$ cat src/fault_defines.svh
// Purpose: Offsets, fields, reset values and codes
// Assumes: 32-bit AHB-Lite word registers
// Notes: Header only, definitions only
`ifndef FAULT_DEFINES_SVH
`define FAULT_DEFINES_SVH
`define OFS_CTRL 8'h00
`define OFS_STAT 8'h04
`define CTRL_EM_BIT 0
`define CTRL_TS_BIT 1
`define CTRL_MP_BIT 2
`define CTRL_RESET 3'h4
`define VEC_RANGE 8'h05
`define VEC_INVOP 8'h06
`define VEC_NODEV 8'h07
`define VEC_DOUBLE 8'h08
`define VEC_PAGE 8'h0E
`define OPC_RSV_A 8'hD6
`define OPC_RSV_B 8'hF1
`define ERR_DOUBLE 32'h00000000
`endif

$ cat src/fault_pkg.sv
// Purpose: Types for the fault classifier
// Assumes: Retirement pipeline tags each instruction with a kind
// Notes: Codes are binary and fixed
package fault_pkg;
  typedef enum logic [3:0] {
    K_PLAIN = 4'h0,
    K_RANGE = 4'h1,
    K_BADOP = 4'h2,
    K_UNDEF = 4'h3,
    K_FARLD = 4'h4,
    K_SYSTBL = 4'h5,
    K_RESUME = 4'h6,
    K_FLOAT = 4'h7,
    K_FSYNC = 4'h8
  } instr_kind_e;
  typedef enum logic [1:0] {
    C_BENIGN = 2'h0,
    C_CONTRIB = 2'h1,
    C_PAGE = 2'h2
  } fault_class_e;
  typedef enum logic [1:0] {
    S_IDLE = 2'h0,
    S_CALL = 2'h1,
    S_DFCALL = 2'h2,
    S_SHUT = 2'h3
  } call_state_e;
endpackage

$ cat src/cpu_fault_classifier.sv
// Purpose: Range, opcode and float faults plus double-fault escalation
// Assumes: Retire inputs and dispatch inputs on clk_sys; nmi and init pins async
// Notes: Requests leave one cycle after their cause
`include "fault_defines.svh"
module cpu_fault_classifier (
  input wire logic clk_sys,
  input wire logic rst,
  input wire logic hsel,
  input wire logic [31:0] haddr,
  input wire logic [1:0] htrans,
  input wire logic hwrite,
  input wire logic [2:0] hsize,
  input wire logic [31:0] hwdata,
  input wire logic hready,
  output logic hreadyout,
  output logic hresp,
  output logic [31:0] hrdata,
  input wire logic retire_valid,
  input wire fault_pkg::instr_kind_e retire_kind,
  input wire logic [7:0] retire_opcode,
  input wire logic [31:0] bound_index,
  input wire logic [31:0] bound_lower,
  input wire logic [31:0] bound_upper,
  input wire logic src_is_mem,
  input wire logic dest_is_mem,
  input wire logic lock_prefix,
  input wire logic lockable,
  input wire logic real_or_v86,
  input wire logic in_mgmt_mode,
  output logic retire_cancel,
  input wire logic exc_in_valid,
  input wire logic [7:0] exc_in_vector,
  input wire logic exc_in_maskable,
  input wire logic exc_in_prefetch,
  input wire logic call_done,
  input wire logic nmi_active,
  input wire logic nmi_pin,
  input wire logic init_pin,
  output logic exc_req,
  output logic [7:0] exc_vector,
  output logic exc_err_valid,
  output logic [31:0] exc_err_code,
  output logic exc_ip_undefined,
  output logic shutdown,
  output logic shutdown_cycle
);
  import fault_pkg::*;

  // ----------------------------------------
  // Class lookup
  // ----------------------------------------
  function automatic fault_class_e class_of(input logic [7:0] v, input logic maskable);
    fault_class_e c;
    c = C_BENIGN;
    if (!maskable) begin
      if (v == 8'h00 || (v >= 8'h0A && v <= 8'h0D)) begin
        c = C_CONTRIB;
      end else if (v == `VEC_PAGE) begin
        c = C_PAGE;
      end
    end
    return c;
  endfunction

  function automatic logic makes_double(input fault_class_e first, input fault_class_e second);
    return (second == C_CONTRIB && first != C_BENIGN) ||
           (second == C_PAGE && first == C_PAGE);
  endfunction

  // ----------------------------------------
  // Control register and bus
  // ----------------------------------------
  logic [2:0] ctrl_q;
  logic wr_pend_q;
  logic [7:0] wr_addr_q;
  logic [31:0] hrdata_q;
  logic addr_ok;
  logic flag_em;
  logic flag_ts;
  logic flag_mp;
  call_state_e state_q;
  call_state_e state_d;
  fault_class_e first_q;
  fault_class_e first_d;
  logic nmi_lock_q;
  logic [7:0] last_vec_q;

  assign addr_ok = hsel && htrans[1] && hready;
  assign hreadyout = 1'b1;
  assign hresp = 1'b0;
  assign hrdata = hrdata_q;
  assign flag_em = ctrl_q[`CTRL_EM_BIT];
  assign flag_ts = ctrl_q[`CTRL_TS_BIT];
  assign flag_mp = ctrl_q[`CTRL_MP_BIT];

  always_ff @(posedge clk_sys or posedge rst) begin
    if (rst) begin
      wr_pend_q <= 1'b0;
      wr_addr_q <= 8'h00;
    end else begin
      wr_pend_q <= addr_ok && hwrite;
      wr_addr_q <= haddr[7:0];
    end
  end

  always_ff @(posedge clk_sys or posedge rst) begin
    if (rst) begin
      ctrl_q <= `CTRL_RESET;
    end else if (wr_pend_q && wr_addr_q == `OFS_CTRL) begin
      ctrl_q <= hwdata[2:0];
    end
  end

  always_ff @(posedge clk_sys or posedge rst) begin
    if (rst) begin
      hrdata_q <= 32'h00000000;
    end else if (addr_ok && !hwrite) begin
      case (haddr[7:0])
        `OFS_CTRL: begin
          hrdata_q <= {29'h00000000, ctrl_q};
        end
        `OFS_STAT: begin
          hrdata_q <= {16'h0000, last_vec_q, 2'h0, nmi_lock_q, first_q, state_q, (state_q == S_SHUT)};
        end
        default: begin
          hrdata_q <= 32'h00000000;
        end
      endcase
    end
  end

  // ----------------------------------------
  // Pin synchronisers
  // ----------------------------------------
  logic [1:0] nmi_sync_q;
  logic [1:0] init_sync_q;
  always_ff @(posedge clk_sys or posedge rst) begin
    if (rst) begin
      nmi_sync_q <= 2'h0;
      init_sync_q <= 2'h0;
    end else begin
      nmi_sync_q <= {nmi_sync_q[0], nmi_pin};
      init_sync_q <= {init_sync_q[0], init_pin};
    end
  end

  // ----------------------------------------
  // Retire-time detection
  // ----------------------------------------
  logic range_hit;
  logic invop_hit;
  logic nodev_hit;
  logic local_v;
  logic [7:0] local_vec;

  always_comb begin
    range_hit = retire_valid && retire_kind == K_RANGE &&
                ($signed(bound_index) < $signed(bound_lower) ||
                 $signed(bound_index) > $signed(bound_upper));
    invop_hit = retire_valid && (
                (retire_kind == K_BADOP && retire_opcode != `OPC_RSV_A &&
                 retire_opcode != `OPC_RSV_B) ||
                retire_kind == K_UNDEF ||
                (retire_kind == K_FARLD && !src_is_mem) ||
                (lock_prefix && (!lockable || !dest_is_mem)) ||
                (retire_kind == K_SYSTBL && real_or_v86) ||
                (retire_kind == K_RESUME && !in_mgmt_mode));
    nodev_hit = retire_valid && (
                (retire_kind == K_FLOAT && (flag_em || flag_ts)) ||
                (retire_kind == K_FSYNC && flag_mp && flag_ts));
    local_v = range_hit || invop_hit || nodev_hit;
    if (invop_hit) begin
      local_vec = `VEC_INVOP;
    end else if (nodev_hit) begin
      local_vec = `VEC_NODEV;
    end else begin
      local_vec = `VEC_RANGE;
    end
  end

  // Faulting instruction does not commit, so it restarts intact
  assign retire_cancel = local_v;

  // ----------------------------------------
  // Candidate exception
  // ----------------------------------------
  logic cand_v;
  logic [7:0] cand_vec;
  fault_class_e cand_cls;
  logic cand_pref;
  always_comb begin
    cand_v = exc_in_valid || local_v;
    cand_vec = exc_in_valid ? exc_in_vector : local_vec;
    cand_pref = exc_in_valid && exc_in_prefetch;
    cand_cls = exc_in_valid ? class_of(exc_in_vector, exc_in_maskable) : C_BENIGN;
  end

  // ----------------------------------------
  // Handler-call tracking
  // ----------------------------------------
  logic req_d;
  logic [7:0] vec_d;
  logic dbl_d;
  logic enter_shut;
  always_comb begin
    state_d = state_q;
    first_d = first_q;
    req_d = 1'b0;
    vec_d = cand_vec;
    dbl_d = 1'b0;
    enter_shut = 1'b0;
    case (state_q)
      S_IDLE: begin
        if (cand_v) begin
          req_d = 1'b1;
          first_d = cand_cls;
          state_d = S_CALL;
        end
      end
      S_CALL: begin
        if (cand_v && !call_done && !cand_pref && makes_double(first_q, cand_cls)) begin
          req_d = 1'b1;
          dbl_d = 1'b1;
          vec_d = `VEC_DOUBLE;
          state_d = S_DFCALL;
        end else if (cand_v) begin
          req_d = 1'b1;
          first_d = cand_cls;
        end else if (call_done) begin
          state_d = S_IDLE;
        end
      end
      S_DFCALL: begin
        if (cand_v && !call_done) begin
          enter_shut = 1'b1;
          state_d = S_SHUT;
        end else if (cand_v) begin
          req_d = 1'b1;
          first_d = cand_cls;
          state_d = S_CALL;
        end else if (call_done) begin
          state_d = S_IDLE;
        end
      end
      S_SHUT: begin
        if (!nmi_lock_q && (init_sync_q[1] || nmi_sync_q[1])) begin
          state_d = S_IDLE;
        end
      end
      default: begin
        state_d = S_IDLE;
      end
    endcase
  end

  always_ff @(posedge clk_sys or posedge rst) begin
    if (rst) begin
      state_q <= S_IDLE;
      first_q <= C_BENIGN;
    end else begin
      state_q <= state_d;
      first_q <= first_d;
    end
  end

  always_ff @(posedge clk_sys or posedge rst) begin
    if (rst) begin
      nmi_lock_q <= 1'b0;
    end else if (enter_shut) begin
      nmi_lock_q <= nmi_active;
    end
  end

  // ----------------------------------------
  // Request outputs
  // ----------------------------------------
  always_ff @(posedge clk_sys or posedge rst) begin
    if (rst) begin
      exc_req <= 1'b0;
      exc_vector <= 8'h00;
      exc_err_valid <= 1'b0;
      exc_err_code <= 32'h00000000;
      exc_ip_undefined <= 1'b0;
      last_vec_q <= 8'h00;
    end else begin
      exc_req <= req_d;
      exc_vector <= req_d ? vec_d : 8'h00;
      exc_err_valid <= req_d && dbl_d;
      exc_err_code <= `ERR_DOUBLE;
      exc_ip_undefined <= req_d && dbl_d;
      if (req_d) begin
        last_vec_q <= vec_d;
      end
    end
  end

  always_ff @(posedge clk_sys or posedge rst) begin
    if (rst) begin
      shutdown <= 1'b0;
      shutdown_cycle <= 1'b0;
    end else begin
      shutdown <= (state_d == S_SHUT);
      shutdown_cycle <= enter_shut;
    end
  end
endmodule // cpu_fault_classifier

$ cat config.mk
export PLATFORM = sky130hd
export DESIGN_NAME = cpu_fault_classifier
export DESIGN_NICKNAME = d
export VERILOG_FILES = /design/src/fault_pkg.sv /design/src/cpu_fault_classifier.sv
export VERILOG_INCLUDE_DIRS = /design/src
export SDC_FILE = /design/constraint.sdc
export NUM_CORES = 1
export LEC_CHECK = 0
export ABC_CLOCK_PERIOD_IN_PS = 5250
export BUFFER_PORTS_ARGS = -buffer_cell sky130_fd_sc_hd__buf_2
export CAP_MARGIN = 20
export CORE_AREA = 2 2 110 112
export CTS_BUF_LIST = sky130_fd_sc_hd__clkbuf_16
export DETAILED_ROUTE_END_ITERATION = 10
export DIE_AREA = 0 0 112 114
export HOLD_SLACK_MARGIN = 0.08
export PLACE_DENSITY = 0.72
export REMOVE_ABC_BUFFERS = 1
export SYNTH_ARGS = -nofsm -noshare
export SYNTH_HDL_FRONTEND = slang
export SYNTH_SLANG_ARGS = --single-unit
$ cat constraint.sdc
create_clock -name clk_sys -period 5.25 [get_ports clk_sys]
set_input_delay 0.525 -clock clk_sys [delete_from_list [all_inputs] [get_ports clk_sys]]
set_output_delay 0.525 -clock clk_sys [all_outputs]
set_load 0.05 [all_outputs]
# After elaboration in Yosys (flattened, before gate mapping)
# Index checks and enable logic that the tools add are counted.
[word_totals]
ff_bits = 73
inputBits = 204
[op_classes]
order_cmp = 4
eq_ne = 21
muxes = 31
n_reduce_logical = 57
[ops]
columns = ["cell", "n"]
rows = [
  ["> comparator 32 bit", 1],
  ["< comparator 32 bit", 1],
  ["two-way mux 2 bit", 16],
  ["two-way mux 8 bit", 4],
  ["one-hot mux 16 bit (2 select lines)", 1],
  ["logical AND 1 bit", 27],
  ["logical NOT 8 bit", 3],
  ["equality test 4 x 3 -> 1 bit, second input constant", 4],
  ["inequality test 8 bit, second input constant", 2],
  ["logical OR 1 bit", 15],
  ["equality test 2 bit, second input constant", 5],
  ["equality test 4 x 2 -> 1 bit, second input constant", 2],
  ["equality test 8 x 3 -> 1 bit, second input constant", 1],
  ["equality test 8 x 4 -> 1 bit, second input constant", 1],
  ["greater-or-equal comparator 8 x 4 -> 1 bit, second input constant", 1],
  ["<= comparator 8 x 4 -> 1 bit, second input constant", 1],
  ["logical NOT 1 bit", 8],
  ["one-hot mux 2 bit (4 select lines)", 1],
  ["two-way mux 1 bit", 7],
  ["one-hot mux 2 bit (3 select lines)", 1],
  ["equality test 2 x 1 -> 1 bit, second input constant", 2],
  ["equality test 4 x 1 -> 1 bit, second input constant", 1],
  ["equality test 4 bit, second input constant", 1],
  ["inequality test 2 bit, second input constant", 2],
  ["other kinds (5)", 5],
]

# Logic depth before layout (Yosys ltp)
# Gate-level depths: netlist of the first run.
[logic_depth]
ltp_word = 18
depth_mapped = 10
ltp_nobuf = 10

# Worst setup path before layout of the first run
# No wires, ideal clock.
[synth_timing]
kind = "input to output"
startpoint = "in bound_upper[30]"
endpoint = "out retire_cancel"
t_arrival_ns = 2.504
path_slack_ns = 2.221
cell_stages = 9
path_buffers = 0
path_cell_list = "inv_1 -> ha_1 -> nand4_1 -> or4_1 -> o21ai_1 -> nor2_1 -> a32oi_1 -> o311a_2 -> nand2_1"
[synth_between]
elab_chain_cells = 5
[synth_lines]
columns = ["element", "line", "text"]
rows = [
  ["start, declared", "cpu_fault_classifier.sv:23", "input wire logic [31:0] bound_upper,"],
  ["> comparator 32 bit", "cpu_fault_classifier.sv:159", "$signed(bound_index) > $signed(bound_upper));"],
  ["logical OR 1 bit", "cpu_fault_classifier.sv:158", "($signed(bound_index) < $signed(bound_lower) ||"],
  ["logical AND 1 bit", "cpu_fault_classifier.sv:157", "range_hit = retire_valid && retire_kind == K_RANGE &&"],
  ["logical OR 1 bit (2 in a row)", "cpu_fault_classifier.sv:171", "local_v = range_hit || invop_hit || nodev_hit;"],
  ["end, declared", "cpu_fault_classifier.sv:30", "output logic retire_cancel,"],
]
# Every way passes these cells.

# Worst setup path after layout of the first run
[layout_timing]
startpoint = "in bound_index[15]"
endpoint = "out retire_cancel"
[layout_between]
elab_chain_cells = 5
word_cells_on_any_way = 6
classes_between = "order compare (2); reduce/logical (4)"
[layout_lines]
columns = ["element", "line", "text"]
rows = [
  ["start, declared", "cpu_fault_classifier.sv:21", "input wire logic [31:0] bound_index,"],
  ["< comparator 32 bit / > comparator 32 bit (equally long branches)", "cpu_fault_classifier.sv:158, cpu_fault_classifier.sv:159", ""],
  ["logical OR 1 bit (*)", "cpu_fault_classifier.sv:158", ""],
  ["logical AND 1 bit (*)", "cpu_fault_classifier.sv:157", ""],
  ["logical OR 1 bit (*) (2 in a row)", "cpu_fault_classifier.sv:171", ""],
]
# Every way passes the cells marked *; elsewhere a longest branch is shown, timed or not.

==> run metrics, run 1 <==
most frequent cells in the layout buf_2, inv_1, ha_1, dfrtp_1, conb_1; pwr/cell area ~210 nW/um2; number of global-route vias before repair 3613; met3 wire len around 550 um; clock tree from TritonCTS yes; Final setup viols 0; Total Wirelength a little over 10000 um; worst min-delay path category in -> async; Residual DRC 0; RR Startpoint ctrl_q[2]; Worst path max stage delay approximately 0.61 ns; via count 3704; core area between 10000 and 15000 um2; CTS H-tree depth 2; asr flop ratio synth 100%; Slew Limit Fails 0; worst-path cell chain buf_2 -> ha_1 -> nand4_1 -> or4_1 -> o21ai_1 -> nor2_1 -> a32oi_1 -> o311a_2 -> nand2_1 -> buf_2; DR pass1 iterations 4; P_leak 0.00301 uW; Post-DP HPWL ~8900 um; first-pass GRT wire length 16700 um; initial DRC count ~120; status finished clean; R2R cell count 7; unrepaired setup endpoints after global routing no; clock-pin slew on the worst setup and hold paths about 0.070 ns; FF+latch count, synth 55; yosys synthesis warning count 0; fin crit share about two thirds; Area Overhead vs Synth 23.4%; Mapped Cells about 470; fmax a little under 300 MHz; post-route clock skew approximately 0.0056 ns; commonest non-fill, non-tap cell in the layout buf_2; Placer Congestion ~0.83; Worst EP arrival slightly below 3 ns; Post-synth top flop dfrtp_1; Slew @ Worst Pin roughly 0.85 ns; Setup Total Neg Slack 0 ns; Design Power around 1100 uW; RR Endpoint last_vec_q[0]; I/O Pins ~280; flop2flop setup slack 2.97 ns; antenna violations before repair 0; Overflow after GRT 0; Worst setup SP type primary input; starting density of the core between 30 and 40%; post-cts sizing count 0; Critical Path Most Common Cell buf_2; min Tclk post-route 3.43 ns; wire per inst roughly 13 um; EDFF count, synth 0; post-route setup slack approximately 1.8 ns; antenna-violating nets left 0; die area between 10000 and 15000 um2; Worst Path Max Fanout 5; Skew-Pair Late Insertion Delay between 0.2 and 0.3 ns; Fin. Hold Viols 0; Avg Inst Size Synth between 9 and 10 um2; Met2 Wirelength 5150 um; data required time of the worst path roughly 4.7 ns; highest routed layer met4; port bufs ~170; share of cells above drive strength 1 31.7%; n_diodes 0; dpl ws around 1.8 ns; CTS Root Cell clkbuf_16; CP bufs+invs 2; clk sink count 55; row cnt 40; relative slew slack between 40% and 50%; layout net count 910; CP top delay family simple AND/OR/NAND/NOR gates; GRT Total Usage ~16%; sequential element share of the synthesized area 32.2%; Max-Cap Viols 0; Synth cell types 55; CTS max path bufs 2; CTS Hold Bufs 0; vias per cell between 4 and 5; die width 112 um; number of CTS-inserted buffers 5; Metal-1 WL ~4400 um; kind of critical path in -> out; slowest cell on the critical path or4_1; Post-CTS Setup Inserts 0; Max IR drop VDD approximately 0.24 mV; die height 114 um; largest net degree at the start of global routing 56; Worst Setup End Kind output pin; Cell Area, Synth between 4000 and 5000 um2
## worst reg2reg max path, delay by kind of cell (launching register included)
kind	cells	cell delay, ns
multiplexers	1	0.34
flip-flops	1	0.55
AO/OA/AOI/OAI	4	0.87
AND/OR/NAND/NOR	2	0.40
## layout make-up
class / count / area (um2)
Timing Repair Buffer: 175 / 891
Clock inverter: 3 / 25.0
Multi-Input combinational cell: 333 / 2400
Tap cell: 147 / 184
Sequential cell: 55 / 1380
Clock buffer: 5 / 125
Fill cell: 1170 / 6440
Inverter: 73 / 274
## cell families (layout without fill, tap and decap cells)
kind of cell	count (synthesis)	after routing	share of synthesized area [%]
multiplexers	12	12	3.37
buffers and inverters	130	256	16.1
AND/OR/NAND/NOR	108	108	14.1
adder cells (fa/ha/maj)	63	63	18.4
other	2	52	0.176
AO/OA/AOI/OAI	98	98	15.7
flip-flops	55	55	32.2
## Yosys cell counts (all sizes together) (3+ instances only)
library cell / count / share of area [%]
a21boi: 3 / 0.88
ha: 63 / 18
nor3: 7 / 0.94
nand2b: 6 / 1.1
nor4: 5 / 0.73
inv: 73 / 6.4
nor4bb: 3 / 0.70
and3: 5 / 0.73
nand4: 14 / 2.0
dfrtp: 54 / 32
nand2: 25 / 2.2
nor2b: 7 / 1.0
a21o: 3 / 0.53
nand3b: 3 / 0.53
nand4b: 5 / 1.0
a22o: 11 / 2.3
nand3: 4 / 0.47
o21bai: 7 / 1.2
a21oi: 34 / 4.2
o21ai: 18 / 2.1
clkbuf: 4 / 0.35
mux2: 10 / 2.9
nor2: 17 / 1.5
buf: 53 / 9.3
a211oi: 3 / 0.53
## metrics by stage
stage / hold slack [ns] / std cells / area, um2 / utilization, %
floorplan: 0.331 / 461 / 4050 / -
global placement: 0.339 / 782 / 5100 / 43.6
detailed placement: 0.343 / 782 / 5100 / 43.6
CTS: 0.334 / 790 / 5260 / 44.9
global route: 0.141 / 791 / 5280 / 45.0
finish: 0.139 / 791 / 5280 / 45.0
## metal layers
metal  GRT usage, %  vias up
met5              0        -
met4           3.66        0
met3           2.02       11
met2           30.4      142
met1           19.0     1675
li1               -     1876
## state kept, by name, indices dropped and copies added (netlist names)
name / cells
hrdata: 14
exc_vector: 8
last_vec_q: 8
wr_addr_q: 8
ctrl_q: 3
first_q: 2
init_sync_q: 2
nmi_sync_q: 2
state_q: 2
exc_ip_undefined: 1
exc_req: 1
nmi_lock_q: 1
shutdown: 1
shutdown_cycle: 1
wr_pend_q: 1
## power breakdown
| part | internal (uW) | total (uW) | switching (uW) |
|---|---|---|---|
| sequential | 442 | 450 | 8.31 |
| clock | 178 | 325 | 147 |
| combinational | 113 | 332 | 219 |
## worst max-delay path by stage
stage / from / end / slack, ns / cells past startpoint
2_1_floorplan: bound_upper[30] / retire_cancel / 2.22 / 9
3_3_place_gp: bound_index[15] / retire_cancel / 1.79 / 10
3_5_place_dp: bound_index[15] / retire_cancel / 1.81 / 10
4_1_cts: bound_index[15] / retire_cancel / 1.80 / 10
5_1_grt: bound_upper[14] / retire_cancel / 1.66 / 11
6_report: bound_index[15] / retire_cancel / 1.82 / 10
Power figures use the tool's default switching activity.
==> run 2, diff against run 1 <==
--- a/config.mk
+++ b/config.mk
@@ -6,15 +6,15 @@
 export SDC_FILE = /design/constraint.sdc
 export NUM_CORES = 1
 export LEC_CHECK = 0
-export ABC_CLOCK_PERIOD_IN_PS = 5250
+export ABC_CLOCK_PERIOD_IN_PS = 3600
 export BUFFER_PORTS_ARGS = -buffer_cell sky130_fd_sc_hd__buf_2
 export CAP_MARGIN = 20
-export CORE_AREA = 2 2 110 112
+export CORE_AREA = 2 2 109 111
 export CTS_BUF_LIST = sky130_fd_sc_hd__clkbuf_16
 export DETAILED_ROUTE_END_ITERATION = 10
-export DIE_AREA = 0 0 112 114
+export DIE_AREA = 0 0 111 113
 export HOLD_SLACK_MARGIN = 0.08
-export PLACE_DENSITY = 0.72
+export PLACE_DENSITY = 0.73
 export REMOVE_ABC_BUFFERS = 1
 export SYNTH_ARGS = -nofsm -noshare
 export SYNTH_HDL_FRONTEND = slang
==> constraint.sdc (replaced) <==
create_clock -name clk_sys -period 3.6 [get_ports clk_sys]
set_input_delay 0.36 -clock clk_sys [delete_from_list [all_inputs] [get_ports clk_sys]]
set_output_delay 0.36 -clock clk_sys [all_outputs]
set_load 0.05 [all_outputs]
==> run metrics, run 2 (synthesis results as in run 1) <==
Met2 Wirelength 5280 um (was 5150 um); dpl ws 0.433 ns (was 1.81 ns); GRT Total Usage 16.8% (was 15.9%); die height 113 um (was 114 um); die width 111 um (was 112 um); row cnt 39 (was 40); Setup Total Neg Slack 0 ns (unchanged); max reg flops 14 (unchanged); clock-pin slew on the worst setup and hold paths 0.06 ns (was 0.07 ns); Overflow after GRT 0 (unchanged); fmax around 320 MHz; largest net degree at the start of global routing 56 (unchanged); Critical Path Most Common Cell buf_2 (unchanged); Worst EP arrival 2.73 ns (was 2.90 ns); Worst setup SP type primary input (unchanged); initial DRC count 151 (was 123); antenna violations before repair 1 (was 0); Total Wirelength 10700 um (was 10300 um); clock tree from TritonCTS yes (unchanged); min Tclk post-route around 3.1 ns; Slew @ Worst Pin 0.905 ns (was 0.855 ns); Residual DRC 0 (unchanged); highest routed layer met5 (was met4); CTS Root Cell clkbuf_16 (unchanged); DR pass1 iterations 6 (was 4); Skew-Pair Late Insertion Delay 0.29 ns (about the same); Post-DP HPWL 9310 um (was 8920 um); worst min-delay path category in -> reg (was in -> async); CP bufs+invs 2 (unchanged); die area 12500 um2 (was 12800 um2); Max-Cap Viols 0 (unchanged); P_leak 0.00302 uW (was 0.00301 uW); Endpoint, Worst Hold init_sync_q[0]; commonest non-fill, non-tap cell in the layout buf_2 (unchanged); share of cells above drive strength 1 31.6% (was 31.7%); n_diodes 0 (unchanged); flop2flop setup slack 1.20 ns (was 2.97 ns); status finished clean (unchanged); vias per cell 4.92 (was 4.68); first-pass GRT wire length 17500 um (was 16700 um); multi-input combinational cell area 2400 um2 (unchanged); Worst path max stage delay 0.60 ns (was 0.61 ns); R2R cell count 7 (unchanged); relative slew slack 39.5% (was 42.8%); CTS H-tree depth 2 (unchanged); CTS max path bufs 2 (unchanged); slowest cell on the critical path or4_1 (unchanged); core area 11300 um2 (was 11700 um2); # fillers 1075 (was 1170); Worst Setup End Kind output pin (unchanged); wire per inst 13.6 um (was 13.0 um); unrepaired setup endpoints after global routing no (unchanged); pwr/cell area 306 nW/um2 (was 210 nW/um2); CP top delay family simple AND/OR/NAND/NOR gates (unchanged); clk sink count 55 (unchanged); layout net count 912 (was 910); Placer Congestion 0.841 (was 0.828); Final setup viols 0 (unchanged); Slew Limit Fails 0 (unchanged); Area Overhead vs Synth 23.5% (was 23.4%); antenna-violating nets left 0 (unchanged); RR Endpoint last_vec_q[2] (was last_vec_q[0]); port bufs 174 (unchanged); RR Startpoint ctrl_q[2] (unchanged); data required time of the worst path 3.24 ns (was 4.72 ns); starting density of the core 37.9% (was 36.5%); Max IR drop VDD 0.411 mV (was 0.235 mV); post-route setup slack 0.506 ns (was 1.82 ns); storage element area 1380 um2 (unchanged); number of global-route vias before repair 3896 (was 3613); kind of critical path in -> out (unchanged); Worst Path Max Fanout 5 (unchanged); Metal-1 WL 4400 um (was 4430 um); post-cts sizing count 0 (unchanged); met3 wire len 775 um (was 554 um); I/O Pins 284 (unchanged); most frequent cells in the layout buf_2, inv_1, ha_1, dfrtp_1, conb_1 (unchanged); hold wc startpoint init_pin; worst-path cell chain buf_2 -> ha_1 -> nand4_1 -> or4_1 -> o21ai_1 -> nor2_1 -> a32oi_1 -> o311a_2 -> nand2_1 -> buf_2 (unchanged); Cells on Worst Hold Path 1; number of CTS-inserted buffers 5 (unchanged); Fin. Hold Viols 0 (unchanged); via count 3883 (was 3704); fin crit share a little under nine tenths; post-route clock skew 0.00363 ns (was 0.00559 ns)
-- run 2: changes by cell type in the layout (fill, tap and decap cells not counted) --
cell / delta
clkinv_2: +1
inv_1: +1
buf_4: +1
dlygate4sd3_1: +1
clkinv_4: -2
-- run 2: worst max-delay path by stage --
stage          cells past startpoint       startpoint  slack [ns]             to
3_5_place_dp                      10  bound_index[31]        0.43  last_vec_q[2]
4_1_cts                           10  bound_index[14]        0.49  retire_cancel
2_1_floorplan                      9  bound_upper[30]        0.90  retire_cancel
5_1_grt                           11  bound_upper[14]        0.31  retire_cancel
3_3_place_gp                      11  bound_lower[31]        0.44     first_q[0]
6_report                          10  bound_index[14]        0.51  retire_cancel
-- run 2: routing by layer --
metal / track usage, % / vias to the layer above
li1: - / 1879
met4: 6.17 / 2
met3: 3.00 / 20
met2: 30.6 / 177
met1: 19.8 / 1805
met5: 0 / -
-- run 2: metrics by stage --
stage	power [uW]	hold slack [ns]	util, %	std cells	instance area (um2)
floorplan	995	0.331	-	461	4050
global placement	1150	0.333	45.3	779	5110
detailed placement	1160	0.337	45.3	779	5110
CTS	1630	0.167	46.6	787	5250
global route	1710	0.159	46.8	789	5280
finish	1620	0.175	46.8	789	5280
-- run 2: area by class of cell --
class | instances | share of cell area (%)
flip-flops and latches | 55 | 26.1
inverters | 73 | 5.19
multi-input cells | 333 | 45.4
clock buffers | 5 | 2.37
clock inverters | 3 | 0.308
repair buffers | 177 | 17.2
well taps | 143 | 3.39
-- run 2: repair_timing --
action | in CTS | in global routing
hold endpoints to repair | 0 | 10
hold buffers | 0 | 1
buffers inserted | 0 | 0
-- run 2: power breakdown --
| group | internal [uW] | switching (uW) | leakage, uW |
|---|---|---|---|
| Clock | 254 | 211 | 0.0000710 |
| Combinational | 168 | 326 | 0.00225 |
| Sequential | 645 | 12.3 | 0.000700 |
| Total | 1070 | 549 | 0.00302 |
==> run 3, diff against run 2 <==
--- a/config.mk
+++ b/config.mk
@@ -9,12 +9,14 @@
 export ABC_CLOCK_PERIOD_IN_PS = 3600
 export BUFFER_PORTS_ARGS = -buffer_cell sky130_fd_sc_hd__buf_2
 export CAP_MARGIN = 20
-export CORE_AREA = 2 2 109 111
+export CELL_PAD_IN_SITES_DETAIL_PLACEMENT = 2
+export CELL_PAD_IN_SITES_GLOBAL_PLACEMENT = 2
+export CORE_MARGIN = 1
+export CORE_UTILIZATION = 23
 export CTS_BUF_LIST = sky130_fd_sc_hd__clkbuf_16
 export DETAILED_ROUTE_END_ITERATION = 10
-export DIE_AREA = 0 0 111 113
 export HOLD_SLACK_MARGIN = 0.08
-export PLACE_DENSITY = 0.73
+export PLACE_DENSITY_LB_ADDON = 0.1
 export REMOVE_ABC_BUFFERS = 1
 export SYNTH_ARGS = -nofsm -noshare
 export SYNTH_HDL_FRONTEND = slang
==> run metrics, run 3 (synthesis results as in run 1) <==
pwr/cell area 301 nW/um2 (was 306 nW/um2); Max-Cap Viols 0 (unchanged); fin crit share 84.9% (was 85.9%); Worst setup SP type primary input (unchanged); failing checks DRC; I/O Pins 284 (unchanged); final core utilization 29.7% (was 46.8%); Met2 Wirelength 7080 um (was 5280 um); min Tclk post-route 3.06 ns (was 3.09 ns); met3 wire len 850 um (was 775 um); unrepaired setup endpoints after global routing no (unchanged); clock tree from TritonCTS yes (unchanged); clk sink count 55 (unchanged); relative slew slack 36.4% (was 39.5%); Worst Path Max Fanout 5 (unchanged); max reg flops 14 (unchanged); GRT Total Usage 13.9% (was 16.8%); Design Power 1620 uW (about the same); row cnt 49 (was 39); port bufs 174 (unchanged); Post-DP HPWL 11800 um (was 9310 um); clock-pin slew on the worst setup and hold paths 0.07 ns (was 0.06 ns); CTS H-tree depth 2 (unchanged); worst min-delay path category in -> reg (unchanged); P_leak 0.00301 uW (was 0.00302 uW); first-pass GRT wire length 21500 um (was 17500 um); antenna violations before repair 1 (unchanged); post-cts sizing count 0 (unchanged); CTS Root Cell clkbuf_16 (unchanged); antenna-violating nets left 0 (unchanged); Worst EP arrival 2.70 ns (was 2.73 ns); number of global-route vias before repair 4425 (was 3896); Residual DRC 30 (was 0); largest net degree at the start of global routing 44 (was 56); Metal-1 WL 5030 um (was 4400 um); Total Wirelength 13100 um (was 10700 um); die width 138 um (was 111 um); Fin. Hold Viols 0 (unchanged); Area Overhead vs Synth 25.5% (was 23.5%); commonest non-fill, non-tap cell in the layout buf_2 (unchanged); fmax 327 MHz (was 323 MHz); data required time of the worst path 3.24 ns (about the same); Overflow after GRT 0 (unchanged); via count 3826 (was 3883); share of cells above drive strength 1 31.6% (about the same); Slew Limit Fails 0 (unchanged); number of CTS-inserted buffers 5 (unchanged); status complete, but fails checks (was finished clean); die height 138 um (was 113 um); core area 18100 um2 (was 11300 um2); die area 19100 um2 (was 12500 um2); wire per inst 15.0 um (was 13.6 um); hold slack 0.172 ns (was 0.175 ns); highest routed layer met4 (was met5); starting density of the core 23.6% (was 37.9%); DR pass1 iterations 7 (was 6); vias per cell 4.37 (was 4.92); initial DRC count 66 (was 151); Max IR drop VDD 0.189 mV (was 0.411 mV); Skew-Pair Late Insertion Delay 0.29 ns (about the same); Worst Setup End Kind output pin (unchanged); post-route clock skew 0.00473 ns (was 0.00363 ns); layout net count 911 (was 912); Post-CTS Setup Inserts 0 (unchanged); Slew @ Worst Pin 0.951 ns (was 0.905 ns); Final setup viols 0 (unchanged); Placer Congestion 0.766 (was 0.841); kind of critical path in -> out (unchanged); Setup Total Neg Slack 0 ns (unchanged); CTS Hold Bufs 0 (unchanged); CTS max path bufs 2 (unchanged); most frequent cells in the layout buf_2, inv_1, ha_1, dfrtp_1, conb_1 (unchanged)
run 3: changes by cell type in the layout (fill, tap and decap cells not counted), sizes merged:
cell,delta
diode,+1
dlygate4sd3,-1
run 3: layer usage:
metal  up-vias  GRT usage (%)
met3         8           3.29
met1      1831           14.8
met2       112           27.4
met4         0           3.08
li1       1875              -
met5         -              0
run 3: final cells by class:
cell class,instances,area (um2)
repair buffers,176,886
diodes,1,2.50
clock buffers,5,125
clock inverters,3,16.3
well taps,229,287
flip-flops and latches,55,1380
inverters,73,274
multi-input cells,333,2400
fillers,2112,12700
run 3: report_power, final:
| part | internal (uW) | leakage, uW | switching (uW) |
|---|---|---|---|
| clock network | 254 | 0.0000710 | 208 |
| logic | 166 | 0.00224 | 332 |
| registers | 645 | 0.000700 | 13.1 |
| total | 1070 | 0.00301 | 553 |
run 3: worst paths after layout:
path,start,to,slack [ns],depth (start not counted)
min reg2reg,nmi_sync_q[0],nmi_sync_q[1],0.35,0
min in group asynchronous,rst,exc_ip_undefined,0.26,2
max,bound_index[14],retire_cancel,0.54,10
max in group asynchronous,rst,init_sync_q[1],2.62,3
min,init_pin,init_sync_q[0],0.17,1
max reg2reg,ctrl_q[2],last_vec_q[1],1.30,7
run 3: metrics by stage:
step	instance area, um2	cells	worst slack, ns
after CTS	5360	874	0.501
after global placement	5220	866	0.382
after floorplan	4050	461	0.901
after detailed placement	5220	866	0.293
after global routing	5360	874	0.350
final	5370	875	0.542
run 3: critical path: stages:
cell and delay [ns]:
buf_2 0.12, ha_1 0.32, nand4_1 0.21, or4_1 0.58
o21ai_1 0.25, nor2_1 0.07, a32oi_1 0.19, o311a_2 0.31
nand2_1 0.07, buf_2 0.22
